==> src/inc/sector_protect_pkg.sv <==
// Constants, opcodes and types for the sector protection command block.
// Assumes a 125 MHz system clock sampling an external serial bus.
package sector_protect_pkg;
   // Opcodes
   localparam logic [7:0] OP_VOL_WRITE = 8'hFB;
   localparam logic [7:0] OP_VOL_WRITE_WIDE = 8'hE1;
   localparam logic [7:0] OP_PERS_READ = 8'hFC;
   localparam logic [7:0] OP_PERS_READ_WIDE = 8'hE2;
   localparam logic [7:0] OP_PERS_PROG = 8'hFD;
   localparam logic [7:0] OP_PERS_PROG_WIDE = 8'hE3;
   localparam logic [7:0] OP_PERS_ERASE = 8'hE4;
   localparam logic [7:0] OP_MODE_READ = 8'h2B;
   localparam logic [7:0] OP_MODE_PROG = 8'h2F;
   localparam logic [7:0] OP_LOCK_READ = 8'hA7;
   localparam logic [7:0] OP_LOCK_CLEAR = 8'hA6;
   localparam logic [7:0] OP_FREEZE_SET = 8'h91;
   localparam logic [7:0] OP_WRITE_ENABLE = 8'h06;
   localparam logic [7:0] OP_STATUS_READ = 8'h05;
   localparam logic [7:0] OP_EXT_READ = 8'h81;
   // Geometry
   localparam int SECTOR_BITS = 6;
   localparam int NUM_SECTORS = 64;
   localparam int SECTOR_LSB = 18;
   localparam int WIDE_SEL_BIT = 7;
   localparam int FREEZE_BIT = 7;
   localparam int LOCK_BIT = 0;
   localparam int WIP_BIT = 0;
   localparam int WEL_BIT = 1;
   // Bit counts of frame phases
   localparam logic [5:0] OPCODE_BITS = 6'h08;
   localparam logic [5:0] ADDR3_BITS = 6'h18;
   localparam logic [5:0] ADDR4_BITS = 6'h20;
   localparam logic [5:0] BYTE_BITS = 6'h08;
   localparam logic [5:0] WORD_BITS = 6'h10;
   // Reset values
   localparam logic [7:0] PROT_CLEAR = 8'hFF;
   localparam logic [7:0] PROT_SET = 8'h00;
   localparam logic [15:0] MODE_RESET = 16'hFFFF;
   localparam logic [7:0] LOCK_RESET = 8'h01;
   localparam logic [7:0] BANK_RESET = 8'h00;
   // Busy times in ns, turned into system clock cycles
   localparam int CLK_NS = 8;
   localparam int PROG_TIME_NS = 800;
   localparam int ERASE_TIME_NS = 4000;
   localparam int PROG_CYCLES = PROG_TIME_NS / CLK_NS;
   localparam int ERASE_CYCLES = ERASE_TIME_NS / CLK_NS;
   localparam logic [15:0] BUSY_ONE = 16'h0001;

   typedef enum logic [2:0] {
      ACT_NONE = 3'b000,
      ACT_PERS_PROG = 3'b001,
      ACT_PERS_ERASE = 3'b010,
      ACT_MODE_PROG = 3'b011,
      ACT_LOCK_CLEAR = 3'b100,
      ACT_FREEZE = 3'b101
   } action_e;
endpackage

==> src/inc/busy_if.sv <==
// Handshake between the frame decoder and the busy timer.
// Assumes both ends run on the same system clock.
interface busy_if;
   import sector_protect_pkg::*;
   logic start;
   logic isErase;
   logic busy;
   logic done;
   modport ctrl (output start, output isErase, input busy, input done);
   modport timer (input start, input isErase, output busy, output done);
endinterface

==> src/busy_timer.sv <==
// Busy timer: counts out a program or erase operation.
// Assumes start is a one-cycle pulse from the same clock domain.
module busy_timer
   import sector_protect_pkg::*;
(
   input wire logic clk_sys,
   input wire logic rst_b,
   busy_if.timer bus
);
   typedef struct packed {
      logic [15:0] count;
      logic busy;
      logic done;
   } timer_s;

   timer_s st_r;
   timer_s st_nxt;

   // Load on start, count down, pulse done at the end
   always_comb begin
      st_nxt = st_r;
      st_nxt.done = 1'b0;
      if (bus.start && !st_r.busy) begin
         st_nxt.busy = 1'b1;
         st_nxt.count = bus.isErase ? 16'(ERASE_CYCLES) : 16'(PROG_CYCLES);
      end else if (st_r.busy) begin
         if (st_r.count == BUSY_ONE) begin
            st_nxt.busy = 1'b0;
            st_nxt.done = 1'b1;
         end
         st_nxt.count = st_r.count - BUSY_ONE;
      end
   end

   always_ff @(posedge clk_sys or negedge rst_b) begin
      if (!rst_b) begin
         st_r <= '0;
      end else begin
         st_r <= st_nxt;
      end
   end

   assign bus.busy = st_r.busy;
   assign bus.done = st_r.done;
endmodule

==> src/sector_protect_cmds.sv <==
// Serial command interpreter for the sector protection commands.
// Assumes a host drives chip enable, serial clock and data lines; the
// serial clock is sampled by clk_sys, well faster than the link clock.
module sector_protect_cmds
   import sector_protect_pkg::*;
(
   input wire logic clk_sys,
   input wire logic rst_b,
   input wire logic ceIn_b,
   input wire logic sclkIn,
   input wire logic [3:0] ioIn,
   output logic [3:0] ioOut,
   output logic [3:0] ioOe,
   input wire logic fourLineMode,
   input wire logic [7:0] bankAddr,
   input wire logic eraseSuspendReq,
   output logic eraseSuspendRefused,
   output logic writeInProgress,
   output logic writeEnableLatch
);
   typedef struct packed {
      logic [1:0] ceSync;
      logic [1:0] clkSync;
      logic [7:0] io0Sync;
      logic clkPrev;
      logic [7:0] opcode;
      logic [5:0] bitCnt;
      logic [2:0] phase;
      logic [31:0] shiftIn;
      logic [15:0] outWord;
      logic [3:0] outIdx;
      logic [4:0] outLen;
      logic outActive;
      logic write_enable_latch;
      logic [SECTOR_BITS-1:0] sector;
      logic [7:0] dataByte;
      action_e pending;
      logic [NUM_SECTORS-1:0] volBits;
      logic [NUM_SECTORS-1:0] persBits;
      logic [15:0] modeReg;
      logic [7:0] lockReg;
      logic [3:0] ioOut;
      logic [3:0] ioOe;
      logic refused;
   } state_s;

   // Phase codes of a frame
   localparam logic [2:0] PH_OP = 3'd0;
   localparam logic [2:0] PH_ADDR = 3'd1;
   localparam logic [2:0] PH_DATA = 3'd2;
   localparam logic [2:0] PH_OUT = 3'd3;
   localparam logic [2:0] PH_DONE = 3'd4;

   state_s st_r;
   state_s st_nxt;
   busy_if busyBus ();
   logic [3:0] ioSampled;
   logic ceHigh;
   logic clkRise;
   logic clkFall;
   logic [5:0] stepBits;

   // Address width for an opcode
   function automatic logic [5:0] addrBits(input logic [7:0] op,
                                           input logic wide);
      case (op)
         OP_VOL_WRITE, OP_PERS_READ, OP_PERS_PROG:
            addrBits = wide ? ADDR4_BITS : ADDR3_BITS;
         default:
            addrBits = ADDR4_BITS;
      endcase
   endfunction

   // True for opcodes that carry an address
   function automatic logic hasAddr(input logic [7:0] op);
      case (op)
         OP_VOL_WRITE, OP_VOL_WRITE_WIDE, OP_PERS_READ, OP_PERS_READ_WIDE,
         OP_PERS_PROG, OP_PERS_PROG_WIDE: hasAddr = 1'b1;
         default: hasAddr = 1'b0;
      endcase
   endfunction

   busy_timer timer (
      .clk_sys(clk_sys),
      .rst_b(rst_b),
      .bus(busyBus.timer)
   );

   // Data bits come from the synchroniser's second stage
   assign ioSampled = st_r.io0Sync[7:4];
   assign ceHigh = st_r.ceSync[1];
   assign clkRise = st_r.clkSync[1] && !st_r.clkPrev;
   assign clkFall = !st_r.clkSync[1] && st_r.clkPrev;
   assign stepBits = fourLineMode ? 6'd4 : 6'd1;

   // Frame decode, output shifting and register updates
   always_comb begin
      logic [31:0] shifted;
      logic [7:0] opNow;
      logic [5:0] cntNow;
      logic weOk;
      shifted = '0;
      opNow = '0;
      cntNow = '0;
      weOk = 1'b0;
      st_nxt = st_r;
      st_nxt.ceSync = {st_r.ceSync[0], ceIn_b};
      st_nxt.clkSync = {st_r.clkSync[0], sclkIn};
      st_nxt.io0Sync = {ioIn, st_r.io0Sync[7:4]};
      st_nxt.io0Sync[7:4] = st_r.io0Sync[3:0];
      st_nxt.io0Sync[3:0] = ioIn;
      st_nxt.clkPrev = st_r.clkSync[1];
      st_nxt.refused = eraseSuspendReq && busyBus.busy
         && st_r.pending == ACT_PERS_ERASE;
      busyBus.start = 1'b0;
      busyBus.isErase = 1'b0;
      // A finishing operation consumes the latch before a frame is judged
      weOk = st_r.write_enable_latch && !busyBus.done;

      // Completion first, so a write enable in the same cycle wins
      if (busyBus.done) begin
         case (st_r.pending)
            ACT_PERS_PROG: st_nxt.persBits[st_r.sector] = 1'b0;
            ACT_PERS_ERASE: st_nxt.persBits = '1;
            ACT_LOCK_CLEAR: st_nxt.lockReg[LOCK_BIT] = 1'b0;
            ACT_FREEZE: st_nxt.lockReg[FREEZE_BIT] = 1'b1;
            default: ;
         endcase
         st_nxt.write_enable_latch = 1'b0;
         st_nxt.pending = ACT_NONE;
      end

      if (ceHigh) begin
         // Frame end: act on exact lengths only
         st_nxt.ioOe = '0;
         st_nxt.outActive = 1'b0;
         if (st_r.phase != PH_DONE) begin
            if (st_r.phase == PH_OP && st_r.bitCnt == OPCODE_BITS) begin
               case (st_r.opcode)
                  OP_WRITE_ENABLE: st_nxt.write_enable_latch = !busyBus.busy;
                  OP_PERS_ERASE: if (weOk && !busyBus.busy) begin
                     st_nxt.pending = ACT_PERS_ERASE;
                     busyBus.start = 1'b1;
                     busyBus.isErase = 1'b1;
                  end
                  OP_LOCK_CLEAR: if (weOk && !busyBus.busy) begin
                     st_nxt.pending = ACT_LOCK_CLEAR;
                     busyBus.start = 1'b1;
                  end
                  OP_FREEZE_SET: if (weOk && !busyBus.busy) begin
                     st_nxt.pending = ACT_FREEZE;
                     busyBus.start = 1'b1;
                  end
                  default: ;
               endcase
            end else if (st_r.phase == PH_ADDR
                  && st_r.bitCnt == addrBits(st_r.opcode, bankAddr[WIDE_SEL_BIT])
                  && (st_r.opcode == OP_PERS_PROG
                  || st_r.opcode == OP_PERS_PROG_WIDE)) begin
               if (weOk && !busyBus.busy) begin
                  st_nxt.pending = ACT_PERS_PROG;
                  busyBus.start = 1'b1;
               end
            end else if (st_r.phase == PH_DATA) begin
               if ((st_r.opcode == OP_VOL_WRITE
                     || st_r.opcode == OP_VOL_WRITE_WIDE)
                     && st_r.bitCnt == BYTE_BITS && !busyBus.busy) begin
                  st_nxt.volBits[st_r.sector] =
                     (st_r.shiftIn[7:0] == PROT_SET) ? 1'b0 : 1'b1;
               end else if (st_r.opcode == OP_MODE_PROG
                     && st_r.bitCnt == WORD_BITS
                     && weOk && !busyBus.busy) begin
                  st_nxt.pending = ACT_MODE_PROG;
                  st_nxt.dataByte = st_r.shiftIn[7:0];
                  st_nxt.modeReg = {st_r.shiftIn[7:0], st_r.shiftIn[15:8]};
                  busyBus.start = 1'b1;
               end
            end
         end
         st_nxt.phase = PH_OP;
         st_nxt.bitCnt = '0;
         st_nxt.opcode = '0;
      end else if (clkRise && st_r.phase != PH_OUT
            && st_r.phase != PH_DONE) begin
         // Shift in one or four bits per rising edge
         shifted = fourLineMode ? {st_r.shiftIn[27:0], ioSampled}
            : {st_r.shiftIn[30:0], ioSampled[0]};
         cntNow = st_r.bitCnt + stepBits;
         st_nxt.shiftIn = shifted;
         st_nxt.bitCnt = cntNow;
         if (st_r.phase == PH_OP && cntNow == OPCODE_BITS) begin
            opNow = shifted[7:0];
            st_nxt.opcode = opNow;
            st_nxt.bitCnt = '0;
            st_nxt.shiftIn = '0;
            if (hasAddr(opNow)) begin
               st_nxt.phase = PH_ADDR;
            end else begin
               case (opNow)
                  OP_MODE_READ: begin
                     st_nxt.phase = PH_OUT;
                     st_nxt.outWord = st_r.modeReg;
                     st_nxt.outLen = 5'd16;
                  end
                  OP_LOCK_READ: begin
                     st_nxt.phase = PH_OUT;
                     st_nxt.outWord = {st_r.lockReg, st_r.lockReg};
                     st_nxt.outLen = 5'd8;
                  end
                  OP_STATUS_READ, OP_EXT_READ: begin
                     st_nxt.phase = PH_OUT;
                     st_nxt.outWord = {6'h00, st_r.write_enable_latch, busyBus.busy,
                        6'h00, st_r.write_enable_latch, busyBus.busy};
                     st_nxt.outLen = 5'd8;
                  end
                  OP_MODE_PROG: st_nxt.phase = PH_DATA;
                  default: st_nxt.bitCnt = OPCODE_BITS; // hold for end check
               endcase
               st_nxt.outIdx = '0;
            end
         end else if (st_r.phase == PH_OP && st_r.bitCnt == OPCODE_BITS) begin
            st_nxt.phase = PH_DONE; // Too long: dropped
         end else if (st_r.phase == PH_ADDR && cntNow ==
               addrBits(st_r.opcode, bankAddr[WIDE_SEL_BIT])) begin
            st_nxt.sector = shifted[SECTOR_LSB +: SECTOR_BITS];
            st_nxt.bitCnt = cntNow;
            if (st_r.opcode == OP_PERS_READ
                  || st_r.opcode == OP_PERS_READ_WIDE) begin
               st_nxt.outIdx = '0;
               st_nxt.outLen = 5'd8;
               st_nxt.outWord = {8'h00,
                  st_r.persBits[shifted[SECTOR_LSB +: SECTOR_BITS]]
                  ? PROT_CLEAR : PROT_SET};
               st_nxt.phase = fourLineMode ? PH_DONE : PH_OUT;
            end else if (st_r.opcode == OP_VOL_WRITE
                  || st_r.opcode == OP_VOL_WRITE_WIDE) begin
               st_nxt.phase = PH_DATA;
               st_nxt.bitCnt = '0;
               st_nxt.shiftIn = '0;
            end
         end else if (st_r.phase == PH_ADDR && st_r.bitCnt
               == addrBits(st_r.opcode, bankAddr[WIDE_SEL_BIT])) begin
            st_nxt.phase = PH_DONE; // Program frame overran its address
         end else if (st_r.phase == PH_DATA && st_r.bitCnt == WORD_BITS) begin
            st_nxt.phase = PH_DONE;
         end else if (st_r.phase == PH_DATA && st_r.bitCnt == BYTE_BITS
               && st_r.opcode != OP_MODE_PROG) begin
            st_nxt.phase = PH_DONE;
         end
      end else if (clkFall && st_r.phase == PH_OUT) begin
         // Low byte first, MSB first; word wraps so the value repeats
         st_nxt.outActive = 1'b1;
         if (fourLineMode) begin
            st_nxt.ioOe = 4'hF;
            st_nxt.ioOut = st_r.outWord[{st_r.outIdx[3], ~st_r.outIdx[2],
               2'b11} -: 4];
            st_nxt.outIdx = (5'(st_r.outIdx) + 5'd4 >= st_r.outLen)
               ? 4'h0 : st_r.outIdx + 4'h4;
         end else begin
            st_nxt.ioOe = 4'h2;
            st_nxt.ioOut = {2'b00,
               st_r.outWord[{st_r.outIdx[3], ~st_r.outIdx[2:0]}], 1'b0};
            st_nxt.outIdx = (5'(st_r.outIdx) + 5'd1 >= st_r.outLen)
               ? 4'h0 : st_r.outIdx + 4'h1;
         end
      end
   end

   always_ff @(posedge clk_sys or negedge rst_b) begin
      if (!rst_b) begin
         st_r <= '{ceSync: 2'b11, clkSync: 2'b00, io0Sync: 8'h00,
            clkPrev: 1'b0, opcode: 8'h00, bitCnt: 6'h00, phase: PH_DONE,
            shiftIn: 32'h0, outWord: 16'h0, outIdx: 4'h0, outLen: 5'h0,
            outActive: 1'b0, write_enable_latch: 1'b0, sector: '0, dataByte: 8'h00,
            pending: ACT_NONE, volBits: '1, persBits: '1,
            modeReg: MODE_RESET, lockReg: LOCK_RESET, ioOut: 4'h0,
            ioOe: 4'h0, refused: 1'b0};
      end else begin
         st_r <= st_nxt;
      end
   end

   // Outputs straight from flip-flops; busy flag held by the timer
   assign ioOut = st_r.ioOut;
   assign ioOe = st_r.ioOe;
   assign eraseSuspendRefused = st_r.refused;
   assign writeInProgress = busyBus.busy;
   assign writeEnableLatch = st_r.write_enable_latch;
endmodule

==> config.mk <==
export PLATFORM = sky130hd
export DESIGN_NAME = sector_protect_cmds
export DESIGN_NICKNAME = d
export VERILOG_FILES = /design/src/inc/sector_protect_pkg.sv /design/src/inc/busy_if.sv /design/src/busy_timer.sv /design/src/sector_protect_cmds.sv
export SDC_FILE = /design/constraint.sdc
export NUM_CORES = 1
export LEC_CHECK = 0
export BUFFER_PORTS_ARGS = -buffer_cell sky130_fd_sc_hd__buf_2
export CORE_MARGIN = 5
export CORE_UTILIZATION = 50
export CTS_BUF_LIST = sky130_fd_sc_hd__clkbuf_16
export DETAILED_ROUTE_END_ITERATION = 8
export HOLD_SLACK_MARGIN = 0.05
export PLACE_DENSITY = 0.77
export SLEW_MARGIN = 10
export SYNTH_ARGS = -nofsm -noshare
export SYNTH_HDL_FRONTEND = slang
export SYNTH_SLANG_ARGS = --single-unit
==> constraint.sdc <==
create_clock -name clk_sys -period 5.5 [get_ports clk_sys]
set_clock_uncertainty 0.15 [all_clocks]
set_input_delay 1.1 -clock clk_sys [delete_from_list [all_inputs] [get_ports clk_sys]]
set_output_delay 1.1 -clock clk_sys [all_outputs]
set_load 0.05 [all_outputs]
== Word-level counts from Yosys, hierarchy flattened ==
Index checks and enable logic that the tools add are counted.
Cells by class
  add/sub/neg operators: 6
  order comparisons: 6
  eq/ne operators: 50
  shift-type cells: 1
  multiplexer cells: 103
  bitwise operators: 10
  reduce and logical (&&, ||, !) cells: 64
Operator list (number)
  $mux W64: 3
  $eq A8 B8 Y1 const B: 17
  $mux W67: 2
  $pmux W64 S2: 1
  $mux W57: 2
  $mux W6: 17
  $mux W75: 1
  $mux W66: 1
  $mux W65: 1
  $and A64 B64 Y64: 1
  $bwmux W64: 1
  $mux W32: 2
  $not A64 Y64: 1
  $mux W25: 2
  $mux W3: 16
  $pmux W16 S3: 1
  $mux W41: 1
  $mux W4: 9
  $mux W17: 2
  $mux W1: 27
  $logic_and A1 B1 Y1: 25
  $eq A8 B6 Y1 const B: 3
  $mux W8: 3
  $mux W11: 2
  other kinds (55): 99
Storage, ports and cells
  flip-flop bits (word level): 278
  bits of input ports: 18
  output and inout port bits: 11

== Depth between registers and ports, before layout ==
  depth in word-level cells: 22
  depth in mapped cells: 15

== By module ==
A second synthesis with hierarchy kept.
Unflattened totals
  cells, all modules: 962
  area total of the unflattened synthesis: 10005.8 µm²
By module, submodules not included
  sector_protect_cmds: times used 1, cells each 869, area each 9041.2 µm²
  busy_timer: times used 1, cells each 93, area each 964.7 µm²

== Worst setup path before layout ==
No wires, ideal clock.
  path kind: input port to flip-flop
  start point: input fourLineMode
  end point: register st_r[238] (netlist bit)
  arrival time: 3.994 ns
  slack: 1.229 ns
  stages: 12
  buffers on the path: 2
  cell sequence: buf_6 -> buf_4 -> inv_2 -> ha_1 -> ha_1 -> nor4_1 -> nor3b_1 -> nor3b_2 -> o2bb2ai_4 -> mux2_1 -> a211oi_2 -> mux2_1
On the way
  word-level cells in the longest chain between the ends: 11
  elaborated cells on any way between the ends: 36
Ends and longest elaborated chain
  from (decl): line sector_protect_cmds.sv:14  | input wire logic fourLineMode,
  parallel branches: the longest is 11 deep, another holds $add A6 B3 Y6
  to (signal assigned): line sector_protect_cmds.sv:271  | st_r <= '{ceSync: 2'b11, clkSync: 2'b00, io0Sync: 8'h00,
  to (signal assigned): line sector_protect_cmds.sv:279  | st_r <= st_nxt;
  to (decl): line sector_protect_cmds.sv:54  | state_s st_r;
Parallel ways; which one is timed is not known. The select of a mux whose other input is x is not followed.
A chain may end at the register's enable or synchronous reset.

== Worst setup path in the final report ==
Same ends and word-level chain as after synthesis.

==> results_dict.tcl <==
set metrics [dict create \
    syn-instance-count 953 \
    core_area_sq_mm 0.0195 \
    wl_per_cell_um 18.4 \
    period_needed_ps 4000 \
    clkLatencyLatePin_ps 440 \
    cts_inserted_buffers 17 \
    rrSetupSlack_ps 1960 \
    die_y_um 151 \
    slowest_delay_ps 480 \
    numPortBuffers 21 \
    worst_pin_slew_ps 1060 \
    cp_max_fo 8 \
    cp_slowest_cell "nor3b_1" \
    grt_antenna_before_repair 0 \
    fin_crit_sh_pct 72.8 \
    nNetsFinal 973 \
    syn_nets 983 \
    ys_seq_area_share_pct 49.6 \
    cap_viol_max_count 0 \
    synth_edf_count 0 \
    synth-xor-area-share_pct 1.24 \
    drt_first_pass_iters 5 \
    grt_start_max_net_pins 193 \
    setup_viol 0 \
    min_path_type "flip-flop to flip-flop" \
    netlist-cell-type-count 80 \
    fmax_mhz 250 \
    placed_cells 1189 \
    drtIter0Drc 673 \
    async_flop_share_pct 100 \
    vias 7360 \
    grt.overflow.total 0 \
    yosys.area_share.simple_pct 17.2 \
    worstSetupEndpointType "flip-flop" \
    gp_congestion 0.908 \
    dp_hpwl_um 14800 \
    ys_ff_latch 192 \
    required_ps 5670 \
    hold_viol 0 \
    drv_slew 0 \
    placementRows 51 \
    ant_nets 0 \
    ctsHtreeMaxLevel 4 \
    area_growth_pct 8.50 \
    total_power_mw 3.34 \
    ys_warn_count 0 \
    arrival_ps 4170 \
    p_leak_nw 4.77 \
    synth_top_family_by_area "simple AND/OR/NAND/NOR gates" \
    grtUsageTotal_pct 20.8 \
    drc 0 \
    cts_hold_buf 0 \
    dp_slack_ps 1090 \
    final_util_pct 55.1 \
    clockBufferDepth 2 \
    cts_setup_buffers 0 \
    die_x_um 151 \
    die_area_sq_mm 0.0227 \
    critPathLaunchType "input port" \
    synth_compound_area_share_pct 14.1 \
    vdd_drop_max_uv 244 \
    ios 29 \
    rsz0062_at_grt "no" \
    finalSetupTns_ps 0 \
    n_antenna_cell 0 \
    cts_sinks 192 \
    grt_pass1_wl_um 37700 \
    synth.top_cell.area_share_pct 27.3 \
    layout-drive-gt1-share_pct 21.9 \
    power_density_mw_per_mm2 312 \
    cts_tree "yes" \
    avgSynthCellArea_sq_um 10.4 \
    avgViaCountPerCell 6.03 \
    layout.cells.non_filler 1221 \
    slew_headroom_pct 28.9 \
    ys.flop_type "dfrtp_1" \
    grt_pass1_vias 7260 \
    synthMuxAreaShare_pct 12.4 \
    root_buffer "clkbuf_16" \
    synth_area_leaders "dfrtp_1, dfstp_2, nand2_1" \
    initial_core_util_pct 50.8 \
    cp_cell_sequence "buf_2, inv_2, ha_1, ha_1, nor4_1, nor3b_1, nor3b_2, o2bb2ai_4, mux2_1, a211oi_2, mux2_1" \
    wl_um 22400 \
    syn_area_sq_mm 0.00989 \
    setup_ws_ps 1500 \
    status "completed" \
    path_clk_slew_ps 80 \
    synth-adder-area-share_pct 1.52 \
    cts-resized-gates 0 \
    yosys.area.top_type "dfrtp_1" \
    criticalPathCategory "input port to flip-flop" \
]
==> cells in the mapped netlist (18+ instances only) <==
cell	number
nand3_1	33
nand2_1	165
nor2_1	47
clkbuf_1	29
mux4_2	20
o21ai_0	112
a21oi_1	20
dfstp_2	84
mux2i_1	48
inv_1	18
dfrtp_1	108
mux2_2	18
==> kinds of logic after synthesis <==
logic type,count (synthesis)
xor+xnor,14
flops,192
compound gates,216
mux,91
simple gates,348
fa+ha+maj,12
buf+inv,80
==> final timing paths <==
kind / startpoint / endpoint / cells after the start
setup / recovery: fourLineMode / st_r[238] / 11
hold / removal: st_nxt[266] / ceHigh / 0
setup reg to reg: st_r[240] / st_r[238] / 9
hold reg to reg: st_nxt[266] / ceHigh / 0
max in group asynchronous: rst_b / st_r[186] / 2
min in group asynchronous: rst_b / st_r[245] / 2
==> critical path: cells and delay by family <==
family / cells / cell delay (ps)
compound gates: 2 / 550
fa+ha+maj: 2 / 500
buf+inv: 2 / 250
mux: 2 / 730
simple gates: 3 / 1050
==> sequential cells by signal, indices dropped and copies added, names as in the netlist <==
name                 count
st_nxt                   7
ioOe                     2
ioSampled                4
st_r                   154
timer.st_r              16
ceHigh                   1
timer.bus.busy           1
ioOut                    4
eraseSuspendRefused      1
timer.bus.done           1
writeEnableLatch         1
==> cell type report <==
class | instances | area (sq um)
clock buffer | 17 | 425
clock inverter | 15 | 186
fill | 1671 | 8730
inverter | 19 | 71.3
multi-input combinational | 681 | 4600
sequential | 192 | 4910
tap | 265 | 332
timing repair buffer | 32 | 209
==> per-stage QoR <==
step                hold slack (ps)  cell area (sq um)
finish                          203              10700
global route                    207              10700
CTS                             204              10700
detailed placement              187              10100
global placement                185              10100
floorplan                       181               9890
==> placed cells by master, fill, tap and decap left out, drive strengths merged, types with 4 or more instances in the layout <==
cell / instances
nor2: 48
dfstp: 84
o211ai: 6
a21o: 5
nand4b: 4
a211o: 9
or4: 4
nand4: 5
o41ai: 5
xnor2: 10
clkinv: 7
ha: 12
nor4b: 5
a22o: 4
nand2b: 10
nand3b: 9
a31oi: 7
nand3: 33
o21ai: 119
or3b: 5
mux4: 20
o31ai: 7
inv: 26
dfrtp: 108
xor2: 4
nor3b: 7
nand2: 165
nor2b: 12
nor4: 9
mux2i: 51
clkbuf: 18
nor3: 11
a21oi: 22
buf: 31
mux2: 20
and3: 6
or3: 6
==> per-layer routing <==
layer	share of wire [%]	wire, um	vias to the layer above	track usage, %
met1	44	9780	3668	28.1
met4	3.3	748	0	8.61
met5	0	0	-	0
met3	5.4	1210	50	3.88
li1	-	-	3400	-
met2	48	10700	242	33.1
==> power breakdown <==
group          total (mW)  internal, mW  switching, mW
sequential           1.66          1.51          0.149
combinational       0.427         0.177          0.249
clock                1.25         0.623          0.631
total                3.34          2.31           1.03
(Power assumes the default switching activity.)
